--- src/agu_cfg.svh ---
`ifndef AGU_CFG_SVH
`define AGU_CFG_SVH

// Register byte offsets
`define AGU_OFS_MODE_CTRL 8'h00
`define AGU_OFS_BREV_CTRL 8'h04
`define AGU_OFS_TABLE_PAGE 8'h08
`define AGU_OFS_VIS_PAGE 8'h0C
`define AGU_OFS_X_START 8'h10
`define AGU_OFS_X_END 8'h14
`define AGU_OFS_Y_START 8'h18
`define AGU_OFS_Y_END 8'h1C
`define AGU_OFS_WINDOW_CTRL 8'h20
`define AGU_OFS_STATUS 8'h24

// Address mode control fields
`define AGU_XSEL_LSB 0
`define AGU_YSEL_LSB 4
`define AGU_BSEL_LSB 8
`define AGU_YEN_BIT 14
`define AGU_XEN_BIT 15
`define AGU_SEL_OFF 4'hF

// Bit-reverse control and table page fields
`define AGU_BREV_EN_BIT 15
`define AGU_CFG_PAGE_BIT 7

// Reset values
`define AGU_RST_MODE_CTRL 16'h0FFF
`define AGU_RST_BREV_CTRL 16'h0000
`define AGU_RST_PAGE 8'h00
`define AGU_RST_BOUND 16'h0000
`define AGU_RST_WINDOW 1'b0

`endif

--- src/agu_pkg.sv ---
`default_nettype none

package agu_pkg;

  typedef enum logic [1:0] {AGU_X_READ, AGU_X_WRITE, AGU_Y_SPACE} agu_space_t;

  typedef enum logic [2:0] {
    AGU_INDIRECT, AGU_POST_INC, AGU_POST_DEC, AGU_PRE_INC, AGU_PRE_DEC, AGU_OFFSET
  } agu_mode_t;

  typedef enum logic {AGU_TABLE, AGU_WINDOW} agu_pkind_t;

  typedef struct packed {
    logic valid;
    agu_space_t space;
    agu_mode_t mode;
    logic byte_acc;
    logic [3:0] ptr_sel;
    logic [15:0] ptr_val;
    logic [15:0] offset;
  } agu_req_t;

  typedef struct packed {
    logic valid;
    logic [15:0] ea;
    logic wb_valid;
    logic [3:0] wb_sel;
    logic [15:0] wb_val;
    logic bit_reversed;
    logic wrapped;
  } agu_rsp_t;

  typedef struct packed {
    logic valid;
    agu_pkind_t kind;
    logic write;
    logic [15:0] ea;
  } agu_preq_t;

  typedef struct packed {
    logic valid;
    logic hit;
    logic [23:0] addr;
    logic config_space;
    logic low_word_only;
    logic refused;
  } agu_prsp_t;

endpackage : agu_pkg

`default_nettype wire

--- src/agu_top.sv ---
// Operation
// - Incrementing buffers test the upper bound, decrementing ones the lower bound.
// - Bounds use greater or less comparison so overshooting steps still wrap.
// - Corrected address goes back to the pointer only for pre/post modify.
// - Register plus offset is corrected but the pointer stays unchanged.
// - Bit reversal only on the X write generator, never on reads.
// - Only the modifier is bit reversed; pointer stays in normal order.
// - Bit reversal needs select not 15, enable set, pre/post increment.
// - The pivot modifier is a 15-bit field, usually half the buffer.
// - Reversed addresses are word addresses: LSb zero, pivot scaled to bytes.
// - Byte writes or other modes get the ordinary address despite enable.
// - Reversed mode adds pointer and pivot, ignoring the mode's increment.
// - Reversal beats circular on X write; X read keeps circular correction.
// - Sixteen-entry sequence mirrors the four index bits.
// - Program words are 24 bits, data words 16 bits, alignment kept.
// - Table address is table page above the 16-bit effective address.
// - Table page top bit picks user (0) or configuration (1) space.
// - Window address is visibility page plus low 15 bits, bit 23 zero.
// - Data bit 15 is dropped; program bit 15 is visibility page bit 0.
// - Window accesses are read only and return the low program word.
// - Table accesses need no alignment and may read configuration space.
// - X circular select is bits 3:0, enable bit 15, select not 15.
// - Y circular select is bits 7:4, enable bit 14, select not 15.
// - Bounds come from 16-bit start/end registers; Y circular corrected addresses are word aligned.
//
// The APB register port and the register addresses were chosen for this implementation.
`include "agu_cfg.svh"
`default_nettype none

module agu_top
  import agu_pkg::*;
(
  // Clock and reset
  input wire logic clk_in,
  input wire logic rst_in,
  // APB register port
  input wire logic psel_in,
  input wire logic penable_in,
  input wire logic pwrite_in,
  input wire logic [7:0] paddr_in,
  input wire logic [31:0] pwdata_in,
  output logic [31:0] prdata_out,
  output logic pready_out,
  output logic pslverr_out,
  // Data address request and answer
  input wire agu_req_t agu_req_in,
  output agu_rsp_t agu_rsp_out,
  // Program address request and answer
  input wire agu_preq_t prog_req_in,
  output agu_prsp_t prog_rsp_out
);

  function automatic logic [15:0] agu_rev16(input logic [15:0] a);
    logic [15:0] r;
    r = 16'h0000;
    for (int i = 0; i < 16; i++)
      r[i] = a[15 - i];
    return r;
  endfunction

  // Upper bound for rising, lower for falling; returns {wrapped, addr}
  function automatic logic [16:0] agu_wrap(input logic [15:0] a, input logic up,
                                           input logic [15:0] lo, input logic [15:0] hi);
    logic [15:0] len;
    len = hi - lo + 16'h0001;
    if (up && (a > hi))
      return {1'b1, a - len};
    else if (!up && (a < lo))
      return {1'b1, a + len};
    else
      return {1'b0, a};
  endfunction

  function automatic logic agu_sel_on(input logic en, input logic [3:0] sel,
                                      input logic [3:0] ptr);
    return en && (sel != `AGU_SEL_OFF) && (ptr == sel);
  endfunction

  logic [15:0] mode_ctrl_reg;
  logic [15:0] brev_ctrl_reg;
  logic [7:0] table_page_reg;
  logic [7:0] vis_page_reg;
  logic [15:0] x_start_reg;
  logic [15:0] x_end_reg;
  logic [15:0] y_start_reg;
  logic [15:0] y_end_reg;
  logic window_en_reg;
  logic [31:0] prdata_reg;
  logic pready_reg;
  logic pslverr_reg;
  agu_rsp_t rsp_reg;
  agu_rsp_t rsp_next;
  agu_prsp_t prsp_reg;
  agu_prsp_t prsp_next;

  // APB decode
  wire access_w = psel_in && penable_in;
  wire take_w = access_w && !pready_reg;
  wire commit_w = access_w && pready_reg && pwrite_in && !pslverr_reg;
  wire hit_mode_w = paddr_in == `AGU_OFS_MODE_CTRL;
  wire hit_brev_w = paddr_in == `AGU_OFS_BREV_CTRL;
  wire hit_tpage_w = paddr_in == `AGU_OFS_TABLE_PAGE;
  wire hit_vpage_w = paddr_in == `AGU_OFS_VIS_PAGE;
  wire hit_xs_w = paddr_in == `AGU_OFS_X_START;
  wire hit_xe_w = paddr_in == `AGU_OFS_X_END;
  wire hit_ys_w = paddr_in == `AGU_OFS_Y_START;
  wire hit_ye_w = paddr_in == `AGU_OFS_Y_END;
  wire hit_win_w = paddr_in == `AGU_OFS_WINDOW_CTRL;
  wire hit_stat_w = paddr_in == `AGU_OFS_STATUS;
  wire mapped_w = hit_mode_w || hit_brev_w || hit_tpage_w || hit_vpage_w || hit_xs_w
                  || hit_xe_w || hit_ys_w || hit_ye_w || hit_win_w || hit_stat_w;
  // Status is read only
  wire bad_w = !mapped_w || (pwrite_in && hit_stat_w);
  wire [31:0] status_w = {rsp_reg.bit_reversed, rsp_reg.wrapped, 14'h0000, rsp_reg.ea};
  wire [31:0] rdata_w =
    hit_mode_w ? {16'h0000, mode_ctrl_reg} :
    hit_brev_w ? {16'h0000, brev_ctrl_reg} :
    hit_tpage_w ? {24'h000000, table_page_reg} :
    hit_vpage_w ? {24'h000000, vis_page_reg} :
    hit_xs_w ? {16'h0000, x_start_reg} :
    hit_xe_w ? {16'h0000, x_end_reg} :
    hit_ys_w ? {16'h0000, y_start_reg} :
    hit_ye_w ? {16'h0000, y_end_reg} :
    hit_win_w ? {31'h00000000, window_en_reg} :
    hit_stat_w ? status_w : 32'h00000000;

  always_ff @(posedge clk_in)
  begin
    if (rst_in)
    begin
      pready_reg <= 1'b0;
      pslverr_reg <= 1'b0;
      prdata_reg <= 32'h00000000;
    end
    else
    begin
      pready_reg <= take_w;
      pslverr_reg <= take_w && bad_w;
      if (take_w)
        prdata_reg <= (pwrite_in || bad_w) ? 32'h00000000 : rdata_w;
    end
  end

  always_ff @(posedge clk_in)
  begin
    if (rst_in)
    begin
      mode_ctrl_reg <= `AGU_RST_MODE_CTRL;
      brev_ctrl_reg <= `AGU_RST_BREV_CTRL;
      table_page_reg <= `AGU_RST_PAGE;
      vis_page_reg <= `AGU_RST_PAGE;
      x_start_reg <= `AGU_RST_BOUND;
      x_end_reg <= `AGU_RST_BOUND;
      y_start_reg <= `AGU_RST_BOUND;
      y_end_reg <= `AGU_RST_BOUND;
      window_en_reg <= `AGU_RST_WINDOW;
    end
    else if (commit_w)
    begin
      if (hit_mode_w) mode_ctrl_reg <= pwdata_in[15:0];
      if (hit_brev_w) brev_ctrl_reg <= pwdata_in[15:0];
      if (hit_tpage_w) table_page_reg <= pwdata_in[7:0];
      if (hit_vpage_w) vis_page_reg <= pwdata_in[7:0];
      if (hit_xs_w) x_start_reg <= pwdata_in[15:0];
      if (hit_xe_w) x_end_reg <= pwdata_in[15:0];
      if (hit_ys_w) y_start_reg <= pwdata_in[15:0];
      if (hit_ye_w) y_end_reg <= pwdata_in[15:0];
      if (hit_win_w) window_en_reg <= pwdata_in[0];
    end
  end

  // Control fields
  wire [3:0] x_sel_w = mode_ctrl_reg[`AGU_XSEL_LSB +: 4];
  wire [3:0] y_sel_w = mode_ctrl_reg[`AGU_YSEL_LSB +: 4];
  wire [3:0] b_sel_w = mode_ctrl_reg[`AGU_BSEL_LSB +: 4];
  wire x_en_w = mode_ctrl_reg[`AGU_XEN_BIT];
  wire y_en_w = mode_ctrl_reg[`AGU_YEN_BIT];
  wire brev_en_w = brev_ctrl_reg[`AGU_BREV_EN_BIT];
  wire [14:0] pivot_w = brev_ctrl_reg[14:0];

  // Data address path
  agu_req_t rq;
  assign rq = agu_req_in;
  wire is_y_w = rq.space == AGU_Y_SPACE;
  wire is_inc_w = (rq.mode == AGU_PRE_INC) || (rq.mode == AGU_POST_INC);
  wire is_dec_w = (rq.mode == AGU_PRE_DEC) || (rq.mode == AGU_POST_DEC);
  wire is_pre_w = (rq.mode == AGU_PRE_INC) || (rq.mode == AGU_PRE_DEC);
  wire is_modify_w = is_inc_w || is_dec_w;
  wire is_offset_w = rq.mode == AGU_OFFSET;
  wire x_circ_w = agu_sel_on(x_en_w, x_sel_w, rq.ptr_sel);
  wire y_circ_w = agu_sel_on(y_en_w, y_sel_w, rq.ptr_sel);
  wire brev_w = (rq.space == AGU_X_WRITE) && !rq.byte_acc && is_inc_w
                && agu_sel_on(brev_en_w, b_sel_w, rq.ptr_sel);
  wire circ_w = is_y_w ? y_circ_w : (x_circ_w && !brev_w);
  wire up_w = is_inc_w || (is_offset_w && !rq.offset[15]);
  wire [15:0] moved_w = is_dec_w ? rq.ptr_val - rq.offset :
                        (is_modify_w || is_offset_w) ? rq.ptr_val + rq.offset : rq.ptr_val;
  wire [15:0] lo_w = is_y_w ? y_start_reg : x_start_reg;
  wire [15:0] hi_w = is_y_w ? y_end_reg : x_end_reg;
  wire [16:0] wrap_w = agu_wrap(moved_w, up_w, lo_w, hi_w);
  wire apply_wrap_w = circ_w && (is_modify_w || is_offset_w);
  wire [15:0] corr_raw_w = apply_wrap_w ? wrap_w[15:0] : moved_w;
  wire [15:0] corr_w = is_y_w && circ_w ? {corr_raw_w[15:1], 1'b0} : corr_raw_w;
  // Reverse-carry add of pointer and byte-scaled pivot; increment ignored
  wire [15:0] pivot_bytes_w = {pivot_w, 1'b0};
  wire [15:0] rsum_w = agu_rev16(rq.ptr_val) + agu_rev16(pivot_bytes_w);
  wire [15:0] brev_sum_w = agu_rev16(rsum_w) & 16'hFFFE;
  wire [15:0] new_ptr_w = brev_w ? brev_sum_w : corr_w;
  wire [15:0] post_ea_w = brev_w ? (rq.ptr_val & 16'hFFFE) : rq.ptr_val;
  wire [15:0] ea_w = (is_pre_w || is_offset_w) ? new_ptr_w : post_ea_w;

  always_comb
  begin
    rsp_next = '0;
    rsp_next.valid = rq.valid;
    rsp_next.ea = ea_w;
    rsp_next.wb_valid = rq.valid && is_modify_w;
    rsp_next.wb_sel = rq.ptr_sel;
    rsp_next.wb_val = new_ptr_w;
    rsp_next.bit_reversed = rq.valid && brev_w;
    rsp_next.wrapped = rq.valid && apply_wrap_w && wrap_w[16];
  end

  // Program address path
  agu_preq_t pq;
  assign pq = prog_req_in;
  wire is_table_w = pq.kind == AGU_TABLE;
  // Table accesses suspend the window
  wire win_hit_w = !is_table_w && window_en_reg && pq.ea[15];
  wire [23:0] table_addr_w = {table_page_reg, pq.ea};
  wire [23:0] win_addr_w = {1'b0, vis_page_reg, pq.ea[14:0]};

  always_comb
  begin
    prsp_next = '0;
    prsp_next.valid = pq.valid;
    prsp_next.hit = pq.valid && (is_table_w || win_hit_w);
    prsp_next.addr = is_table_w ? table_addr_w : (win_hit_w ? win_addr_w : 24'h000000);
    prsp_next.config_space = pq.valid && is_table_w && table_page_reg[`AGU_CFG_PAGE_BIT];
    prsp_next.low_word_only = pq.valid && win_hit_w;
    prsp_next.refused = pq.valid && win_hit_w && pq.write;
  end

  always_ff @(posedge clk_in)
  begin
    if (rst_in)
    begin
      rsp_reg <= '0;
      prsp_reg <= '0;
    end
    else
    begin
      rsp_reg <= rsp_next;
      prsp_reg <= prsp_next;
    end
  end

  assign prdata_out = prdata_reg;
  assign pready_out = pready_reg;
  assign pslverr_out = pslverr_reg;
  assign agu_rsp_out = rsp_reg;
  assign prog_rsp_out = prsp_reg;

  agu_req_t rq_q;
  agu_preq_t pq_q;
  logic [15:0] mode_q;
  logic [15:0] brev_q;
  logic [7:0] tpage_q;
  logic [7:0] vpage_q;
  logic win_q;
  always_ff @(posedge clk_in)
  begin
    rq_q <= agu_req_in;
    pq_q <= prog_req_in;
    mode_q <= mode_ctrl_reg;
    brev_q <= brev_ctrl_reg;
    tpage_q <= table_page_reg;
    vpage_q <= vis_page_reg;
    win_q <= window_en_reg;
  end

  wire q_brev_w = (rq_q.space == AGU_X_WRITE) && !rq_q.byte_acc
                  && ((rq_q.mode == AGU_PRE_INC) || (rq_q.mode == AGU_POST_INC))
                  && brev_q[15] && (mode_q[11:8] != 4'hF) && (rq_q.ptr_sel == mode_q[11:8]);
endmodule // agu_top

`default_nettype wire

--- config.mk ---
export PLATFORM = sky130hd
export DESIGN_NAME = agu_top
export DESIGN_NICKNAME = d
export VERILOG_FILES = /design/src/agu_pkg.sv /design/src/agu_top.sv
export VERILOG_INCLUDE_DIRS = /design/src /design/src/src
export SDC_FILE = /design/constraint.sdc
export NUM_CORES = 1
export LEC_CHECK = 0
export ABC_AREA = 1
export BUFFER_PORTS_ARGS = -buffer_cell sky130_fd_sc_hd__buf_2
export CORE_ASPECT_RATIO = 1.4
export CORE_MARGIN = 2
export CORE_UTILIZATION = 45
export CTS_BUF_LIST = sky130_fd_sc_hd__clkbuf_4 sky130_fd_sc_hd__clkbuf_8 sky130_fd_sc_hd__clkbuf_16
export CTS_CLUSTER_SIZE = 12
export DETAILED_ROUTE_END_ITERATION = 7
export GPL_TIMING_DRIVEN = 0
export PLACE_DENSITY_LB_ADDON = 0.3
export SYNTH_ARGS = -nofsm -noshare
export SYNTH_HDL_FRONTEND = slang
export SYNTH_SLANG_ARGS = --single-unit
--- constraint.sdc ---
create_clock -name clk_in -period 10.4 [get_ports clk_in]
set_input_delay 1.04 -clock clk_in [delete_from_list [all_inputs] [get_ports clk_in]]
set_output_delay 1.04 -clock clk_in [all_outputs]
set_load 0.05 [all_outputs]
==> results of run 1 <==
==> where the power goes <==
group	leakage [nW]	total [mW]	internal [mW]	switching (mW)
Combinational	5.99	0.791	0.236	0.555
Clock	0.327	0.743	0.418	0.325
Sequential	1.64	0.808	0.792	0.0153
Total	7.96	2.34	1.45	0.895
==> layer usage <==
layer	GRT usage, %	share of wire [%]	vias to the layer above
met1	36.8	37	7284
met2	57.8	48	735
met3	4.08	6.4	216
li1	-	-	7614
met5	0	0	-
met4	25.0	8.9	0
==> cell type report <==
| type | instances | area, sq um | area share [%] |
|---|---|---|---|
| well taps | 395 | 494 | 2.98 |
| flip-flops and latches | 202 | 4040 | 24.4 |
| multi-input cells | 1608 | 9010 | 54.3 |
| clock inverters | 4 | 37.5 | 0.226 |
| clock buffers | 29 | 622 | 3.75 |
| plain buffers | 99 | 497 | 2.99 |
| repair buffers | 177 | 886 | 5.34 |
| inverters | 269 | 1010 | 6.08 |
==> worst max-delay path: cells and delay by family <==
family	cells	cell delay, ps
AOI/OAI and AO/OA	7	1560
xor gates and xnor gates	1	270
adders and majority gates	3	930
buffers and inverters	7	1490
and+or+nand+nor	14	1940
==> through the flow <==
step | hold WS, ps | utilization, % | cell area [sq um] | worst slack [ps]
floorplan | 439 | - | 14600 | 4940
global placement | 451 | 50.3 | 15900 | 3200
detailed placement | 456 | 50.3 | 15900 | 3150
CTS | 466 | 52.4 | 16600 | 3690
global route | 482 | 52.4 | 16600 | 3130
finish | 463 | 52.4 | 16600 | 3530
==> placed cells by master, fill, tap and decap left out, drive strengths merged, types with 4 or more instances in the layout <==
cell type,n
o21bai,13
nand2,431
fa,6
clkbuf,84
nand4,11
or2,7
nor2,223
xor2,40
nor4,12
clkinv,9
buf,221
o211ai,26
o21ai,244
xnor2,6
a211oi,4
conb,14
a31oi,6
nor3,25
ha,134
o22ai,9
o2111ai,7
dfxtp,202
a21o,5
o221ai,10
inv,263
a21oi,238
nand3,110
==> logic make-up after synthesis <==
kind of cell	Yosys count
flops	202
xor+xnor	46
simple gates	823
other cells	1
buf+inv	368
compound gates	585
fa+ha+maj	140
==> cells in the mapped netlist, drive strengths merged (9+ instances only) <==
master / instances / share of area (%)
nor3: 25 / 0.97
a21oi: 238 / 8.5
inv: 262 / 6.8
nand2: 431 / 12
o21bai: 13 / 0.67
ha: 134 / 12
dfxtp: 202 / 28
nand3: 110 / 3.9
xor2: 40 / 2.4
nand4: 11 / 0.47
o211ai: 26 / 1.4
clkbuf: 55 / 1.4
o21ai: 244 / 8.4
nor2: 223 / 5.9
nor4: 12 / 0.71
buf: 44 / 2.0
o22ai: 9 / 0.39
o221ai: 10 / 0.60
==> worst paths after layout <==
kind,end,cells past startpoint,slack [ps],from
worst max-delay path,agu_rsp_out[37],32,3530,agu_req_in[40]
worst max register to register,agu_rsp_out[37],28,4940,y_end_reg[1]
worst min register to register,prdata_out[3],2,460,prdata_out[3]
worst min-delay path,prdata_out[3],2,460,prdata_out[3]
==> flow_metrics.py, run 1 <==
metrics = {
    "drt": {
        "routed_wl_microns": 57500,
        "antenna_left": 0,
        "viasPerCell": 5.69,
        "drc": 0,
        "dr.pass1.iters": 8,
        "wl_per_cell_microns": 20.7,
        "num_vias": 15800,
        "drt-initial-drc-count": 1223,
    },
    "synth": {
        "synth_area_sq_mm": 0.0145,
        "synth_ff_type": "dfxtp_1",
        "synth_mux_area_share_pct": 0,
        "yosysUniqueCellTypes": 62,
        "synth_edf_count": 0,
        "syn-mean-instance-area_sq_um": 6.70,
        "synth-adder-area-share_pct": 12.4,
        "async_flop_share_pct": 0,
        "yosys.area_share.simple_pct": 24.1,
        "yosysSeqAreaShare_pct": 27.9,
        "synth_compound_area_share_pct": 22.4,
        "netlist_instances": 2165,
        "ys_ff_latch": 202,
        "synth_xor_area_share_pct": 2.78,
        "synth_top_family_by_area": "simple AND/OR/NAND/NOR gates",
        "ys.warnings.count": 0,
    },
    "floorplan": {
        "core-area_sq_mm": 0.0317,
        "die_x_microns": 156,
        "rows": 77,
        "die_y_microns": 216,
        "floorplan.die_area_sq_mm": 0.0337,
        "initial_core_util_pct": 45.8,
        "num_io_pins": 210,
    },
    "timing": {
        "fin_skew_ps": 31.4,
        "hold_viol_final": 0,
        "min_period_ps": 6870,
        "min_period_over_period_pct": 66.0,
        "rsz0062_at_grt": "no",
        "worst_pin_slew_ps": 1220,
        "setup_tns_ps": 0,
        "fmax_ghz": 0.146,
        "slew_headroom_pct": 18.8,
        "setup_viol": 0,
        "finalMaxSlewViolations": 0,
    },
    "global_routing": {
        "grt_pass1_wl_microns": 85600,
        "grt_pass1_vias": 15200,
        "grt.overflow.total": 0,
        "grt_max_degree": 13,
        "antenna_found_initial": 0,
        "track_usage_pct": 33.2,
    },
    "clocking": {
        "post_cts_resized": 0,
        "htreeDepth": 1,
        "post-cts-setup-buffers": 0,
        "clock-sinks": 202,
        "root_buffer": "clkbuf_16",
        "cts_hold_buf": 0,
        "clk_path_buf_depth": 3,
        "cts_tree": "built",
        "numCtsBuffers": 22,
        "clk_pin_slew_worst_paths_ps": 70,
        "insertion_delay_ps": 540,
    },
    "final_layout": {
        "layout-drive-gt1-share_pct": 13.1,
        "largest_register_ffs": 40,
        "num_antenna_cells": 0,
        "fin_cells": 2783,
        "fin_nets": 2626,
        "fillers": 3246,
        "area_growth_pct": 14.4,
    },
    "placement": {
        "post-dp-hpwl_microns": 46500,
        "portBuffers": 177,
        "gp_congestion": 0.982,
        "placedCellCount": 2750,
    },
    "power_and_ir_drop": {
        "ir_worst_vdd_mv": 0.123,
        "finalPower_mw": 2.34,
        "leakage_nw": 7.96,
        "power.density_mw_per_mm2": 141,
    },
    "worst_setup_path": {
        "cpMostUsedCell": "nand2_1",
        "required_ps": 10800,
        "critical-path-max-stage-delay_ps": 640,
        "critPathArrivalTime_ps": 7260,
        "end_kind": "flip-flop",
        "worstPathMaxFanout": 10,
        "crit_slowest_cell": "o21ai_0",
        "critical_path_class": "in2reg",
        "critPathLaunchType": "primary input",
    },
    "status": {
        "status": "finished clean",
    },
    "hold_path": {
        "hp-class": "reg2reg",
    },
    "job": {
        "cap_violations": 0,
    },
}
Note: power is estimated with default switching activity, not from simulation.
==> run 2, diff against run 1 <==
Settings changed: ABC_AREA 1 to 0.
Clock period 10.4 ns to 5.85 ns, I/O delays scaled along.
==> run 2 against run 1 <==
Sequential share of layout area rose by 0.087 points; combinational power rose by 35%; largest cell class unchanged; register-to-register slack got worse by 4400 ps; critical path depth fell by 11; cell count fell by 13%.
==> flow_metrics.py, run 2 <==
metrics = {
    "status": {
        "status": "finished clean",
    },
    "floorplan": {
        "num_io_pins": 210,
        "core-area_sq_mm": 0.0314,
        "die_x_microns": 154,
        "rows": 77,
        "die_y_microns": 215,
        "floorplan.die_area_sq_mm": 0.0332,
        "initial_core_util_pct": 45.4,
    },
    "final_layout": {
        "largest_register_ffs": 40,
        "layout-drive-gt1-share_pct": 16.7,
        "final_cell_area_sq_mm": 0.0165,
        "final_common_cell": "nand2_1",
        "area_growth_pct": 15.9,
        "fin_nets": 2257,
        "most-common-layout-cells": "265 x nand2_1, 202 x dfxtp_1, 199 x a21oi_1, 179 x buf_2, 138 x nor2_1",
        "fillers": 3070,
        "num_antenna_cells": 0,
        "postLayoutCoreUtil_pct": 52.7,
    },
    "drt": {
        "routed_wl_microns": 55600,
        "met3_wirelength_microns": 3790,
        "wl_met1_microns": 19600,
        "drt-initial-drc-count": 1057,
        "dr_wl_met2_microns": 26100,
        "highest_layer": "met4",
        "viasPerCell": 6.04,
        "wl_per_cell_microns": 23.0,
        "num_vias": 14600,
        "antenna_left": 0,
        "dr.pass1.iters": 6,
        "drc": 0,
    },
    "placement": {
        "gp_congestion": 1.05,
        "placed_cell_area_sq_mm": 0.0157,
        "portBuffers": 168,
        "pre_cts_slack_ps": -1180,
        "post-dp-hpwl_microns": 44400,
    },
    "clocking": {
        "htreeDepth": 1,
        "root_buffer": "clkbuf_16",
        "insertion_delay_ps": 550,
        "cts_hold_buf": 0,
        "numCtsBuffers": 23,
        "post-cts-setup-buffers": 0,
        "clk_pin_slew_worst_paths_ps": 60,
        "clock-sinks": 202,
        "cts_tree": "built",
        "clk_path_buf_depth": 3,
    },
    "hold_path": {
        "hp-class": "in2reg",
    },
    "timing": {
        "fin_skew_ps": 23.3,
        "finalMaxSlewViolations": 0,
        "min_period_over_period_pct": 97.6,
        "worst_pin_slew_ps": 1250,
        "fmax_ghz": 0.175,
        "final.setup.worst_slack_ps": 143,
        "min_period_ps": 5710,
        "rsz0062_at_grt": "yes",
        "whs_ps": 239,
        "hold_viol_final": 0,
        "setup_viol": 0,
        "slew_headroom_pct": 15.8,
    },
    "synth": {
        "synth_top_area_share_pct": 28.3,
        "synth_area_sq_mm": 0.0143,
        "synth_common_cells": "265 x nand2_1, 206 x a21oi_1, 202 x dfxtp_1, 138 x nor2_1, 134 x ha_1",
        "yosysUniqueCellTypes": 94,
        "ys_ff_latch": 202,
        "syn-mean-instance-area_sq_um": 7.90,
        "async_flop_share_pct": 0,
        "synth.area.top_cells": "dfxtp_1 28%, ha_1 12%, a21oi_1 7.2%",
        "synth_most_common_cell": "nand2_1",
        "synth_ff_type": "dfxtp_1",
        "netlist_instances": 1805,
        "ys.warnings.count": 0,
        "yosysSeqAreaShare_pct": 28.3,
        "yosys.area.top_type": "dfxtp_1",
        "synth_edf_count": 0,
    },
    "power_and_ir_drop": {
        "power.density_mw_per_mm2": 234,
        "ir_worst_vdd_mv": 0.195,
        "leakage_nw": 6.93,
    },
    "worst_setup_path": {
        "critical-path-max-stage-delay_ps": 530,
        "worstPathCellList": "buf_2, ha_1, nor2b_1, o311ai_1, a21oi_2, a21o_1, a31oi_1, mux2_1, a211oi_2, ha_1, nand4_1, nor3_2, a221o_1, o21bai_1, o21ai_1, nand2_1, buf_2, a32oi_1, nand2_1, o21ai_1, nor2_1",
        "cpLargestDelayFamily": "compound AO/OA/AOI/OAI gates",
        "required_ps": 6240,
        "worstPathMaxFanout": 10,
        "crit_buf_inv": 2,
        "critical_path_class": "in2reg",
        "critPathArrivalTime_ps": 6100,
        "critPathLaunchType": "primary input",
        "crit_slowest_cell": "a211oi_2",
        "end_kind": "flip-flop",
    },
    "global_routing": {
        "antenna_found_initial": 0,
        "track_usage_pct": 32.4,
        "grt_pass1_wl_microns": 82300,
        "grt.overflow.total": 0,
        "grt_pass1_vias": 14100,
        "grt_max_degree": 13,
    },
    "job": {
        "cap_violations": 0,
    },
}
## run 2: cell count changes after synthesis, moves of 26 or more
cell	delta
mux2i_1	+41
nor2_1	-78
nand2_1	-152
nor2b_1	+37
inv_1	-175
nand3_1	-74
clkbuf_1	+27
nand2b_1	+28
o21ai_0	-189
and2_1	+26
## run 2: metal layers
| layer | vias to the layer above | track usage [%] |
|---|---|---|
| met5 | - | 0 |
| met4 | 0 | 30.2 |
| met3 | 249 | 4.16 |
| met2 | 729 | 54.8 |
| met1 | 6797 | 34.8 |
| li1 | 6806 | - |
## run 2: final cells by class
type	instances	area, sq um	share of cell area [%]
multi-input cells	1419	9600	58.0
flip-flops and latches	202	4040	24.5
repair buffers	169	848	5.13
clock buffers	28	626	3.78
plain buffers	117	573	3.46
well taps	395	494	2.99
inverters	78	293	1.77
clock inverters	8	65.1	0.393
## run 2: stage by stage
| stage | total power [mW] | instances | TNS (ps) |
|---|---|---|---|
| after floorplan | 2.15 | 1818 | 0 |
| after global placement | 2.46 | 2381 | -17880 |
| after detailed placement | 2.48 | 2382 | -18710 |
| after CTS | 3.85 | 2417 | -136 |
| after global routing | 4.00 | 2416 | -103 |
| final | 3.88 | 2416 | 0 |
## run 2: timing repair
action	CTS	global route
endpoints found under the setup margin	19	24
gates resized for setup	11	30
pin swaps	0	1
## run 2: logic make-up after synthesis
logic type               count (synthesis)  synth area share [%]
AO/OA/AOI/OAI                          533                  25.4
XOR/XNOR                                43                  2.79
adder cells (fa/ha/maj)                140                  12.6
buffers and inverters                  197                  5.98
flip-flops                             202                  28.3
multiplexers                            65                  4.85
other                                    1                0.0263
AND/OR/NAND/NOR                        624                  20.0
## run 2: path summary, 6_finish.rpt
check | from | endpoint | slack, ps | cells after the start
worst min-delay path | prog_req_in[16] | prog_rsp_out[0] | 240 | 2
worst min register to register | y_start_reg[0] | y_start_reg[0] | 470 | 2
worst max-delay path | agu_req_in[16] | agu_rsp_out[12] | 140 | 21
worst max register to register | x_start_reg[0] | agu_rsp_out[38] | 530 | 21
## run 2: report_power, final
part	internal (mW)	switching [mW]
sequential	1.41	0.0255
clock	0.762	0.617
combinational	0.346	0.719
total	2.52	1.36
==> run 3, diff against run 2 <==
Settings changed: HOLD_SLACK_MARGIN set to 0.15, PLACE_DENSITY set to 0.68, PLACE_DENSITY_LB_ADDON 0.3 to not set.
==> run 3 against run 2 <==
Sequential power barely moved; first-iteration DRC count rose by 15%; largest cell class unchanged; cell count fell by 0.21%; flip-flop and latch count did not move; largest power group unchanged; non-clock buffer count rose by 2; highest routed layer unchanged; combinational power barely moved.
==> flow_metrics.py, run 3 (synthesized netlist as in run 2, its figures left out) <==
metrics = {
    "clocking": {
        "clock-sinks": 202,
        "numCtsBuffers": 22,
        "clk_path_buf_depth": 3,
        "cts_tree": "built",
        "clk_pin_slew_worst_paths_ps": 60,
        "htreeDepth": 1,
        "root_buffer": "clkbuf_16",
        "insertion_delay_ps": 520,
    },
    "power_and_ir_drop": {
        "switching_share_pct": 33.9,
        "leakage_nw": 6.90,
        "internal-power_mw": 2.55,
        "clockPowerShare_pct": 35.3,
        "ir_worst_vdd_mv": 0.194,
        "p_seq_share_pct": 37.2,
        "comb_power_share_pct": 27.5,
        "power.density_mw_per_mm2": 234,
        "finalPower_mw": 3.86,
        "netSwitchingPower_mw": 1.31,
    },
    "global_routing": {
        "grt.overflow.total": 0,
        "grt_max_degree": 13,
        "antenna_found_initial": 0,
        "track_usage_pct": 31.4,
        "grt_pass1_wl_microns": 79900,
        "grt_pass1_vias": 13900,
    },
    "timing": {
        "final.setup.worst_slack_ps": 104,
        "fin_skew_ps": 15.7,
        "min_period_ps": 5750,
        "whs_ps": 263,
        "hold_viol_final": 0,
        "fmax_ghz": 0.174,
        "finalMaxSlewViolations": 0,
        "setup_viol": 0,
        "worst_pin_slew_ps": 1280,
        "setup_tns_ps": 0,
        "rsz0062_at_grt": "yes",
        "slew_headroom_pct": 14.3,
        "min_period_over_period_pct": 98.2,
    },
    "worst_setup_path": {
        "worstPathMaxFanout": 9,
        "critPathLaunchType": "primary input",
        "critical-path-max-stage-delay_ps": 460,
        "crit_slowest_cell": "a311oi_1",
        "crit_buf_inv": 1,
        "cpMostUsedCell": "nand2_1",
        "required_ps": 6230,
        "end_kind": "flip-flop",
        "critical_path_class": "in2reg",
        "critPathArrivalTime_ps": 6130,
        "crit_path_start": "agu_req_in[16]",
        "r2r-start": "x_start_reg[1]",
        "cpLargestDelayFamily": "compound AO/OA/AOI/OAI gates",
        "worstPathCellList": "buf_2, ha_1, fa_1, nor2b_1, o21ai_0, nand3_1, nand2_1, a311oi_1, a211oi_1, mux2i_1, nand2_1, ha_1, nand4_1, nor3_2, a221o_1, o21bai_1, nor2_2, a21oi_1, o31ai_1, nand2_1, a311oi_1",
    },
    "floorplan": {
        "core-area_sq_mm": 0.0314,
        "die_y_microns": 215,
        "num_io_pins": 210,
        "floorplan.die_area_sq_mm": 0.0332,
        "initial_core_util_pct": 45.4,
        "rows": 77,
        "die_x_microns": 154,
    },
    "drt": {
        "viasPerCell": 6.12,
        "routed_wl_microns": 54800,
        "dr.pass1.iters": 5,
        "antenna_left": 0,
        "wl_per_cell_microns": 22.7,
        "drc": 0,
        "drt-initial-drc-count": 1213,
        "num_vias": 14800,
    },
    "final_layout": {
        "final_common_cell": "nand2_1",
        "num_antenna_cells": 0,
        "area_growth_pct": 15.5,
        "largest_register_ffs": 40,
        "fin_cells": 2411,
        "postLayoutCoreUtil_pct": 52.5,
        "final_cell_area_sq_mm": 0.0165,
        "most-common-layout-cells": "265 x nand2_1, 202 x a21oi_1, 202 x dfxtp_1, 180 x buf_2, 138 x nor2_1",
        "fin_nets": 2258,
        "layout-drive-gt1-share_pct": 16.1,
    },
    "placement": {
        "placed_cell_area_sq_mm": 0.0157,
        "gp_congestion": 1.01,
        "pre_cts_slack_ps": -1040,
        "portBuffers": 168,
        "post-dp-hpwl_microns": 43500,
        "placedCellCount": 2382,
    },
    "job": {
        "cap_violations": 0,
    },
    "status": {
        "status": "finished clean",
    },
    "hold_path": {
        "hp-start": "prog_req_in[14]",
        "hp-class": "in2reg",
    },
}
## run 3: final timing paths
path,slack (ps),to,cells after the start
setup reg to reg,520,agu_rsp_out[16],24
hold / removal,260,prog_rsp_out[17],2
setup / recovery,100,agu_rsp_out[25],21
hold reg to reg,470,y_end_reg[11],2
## run 3: layout make-up
class / instances / area [sq um]
Inverter: 78 / 293
Tap cell: 395 / 494
Timing Repair Buffer: 172 / 866
Clock buffer: 24 / 583
Multi-Input combinational cell: 1419 / 9540
Clock inverter: 5 / 83.8
Fill cell: 3100 / 14900
Buffer: 116 / 571
Sequential cell: 202 / 4040
## run 3: repair_timing
item,in CTS,in global routing
hold endpoints to repair,0,0
gates resized for setup,6,25
pin swaps,0,2
setup buffers,0,2
setup endpoints to repair,10,24
hold buffers,0,0
## run 3: worst register-to-register path: cells and delay by family (launching register included)
kind,cells,cell delay (ps)
muxes,1,310
DFF,1,330
buffers and inverters,4,400
xor gates and xnor gates,2,330
adders and majority gates,4,1150
and+or+nand+nor,4,900
AOI/OAI and AO/OA,9,1800
## run 3: power groups by stage
stage               clock network, mW  registers (mW)  logic [mW]
global route                     1.42            1.43        1.13
floorplan                           0            1.56       0.588
finish                           1.36            1.43        1.06
CTS                              1.37            1.43        1.02
global placement                    0            1.46       0.996
detailed placement                  0            1.46        1.01
## run 3: per-layer routing
metal | GRT usage [%] | routed length, microns | vias up
met1 | 34.6 | 19500 | 6885
met3 | 3.42 | 4000 | 230
met4 | 27.2 | 5710 | 0
met2 | 53.4 | 25600 | 824
li1 | - | - | 6824
met5 | 0 | 0 | -
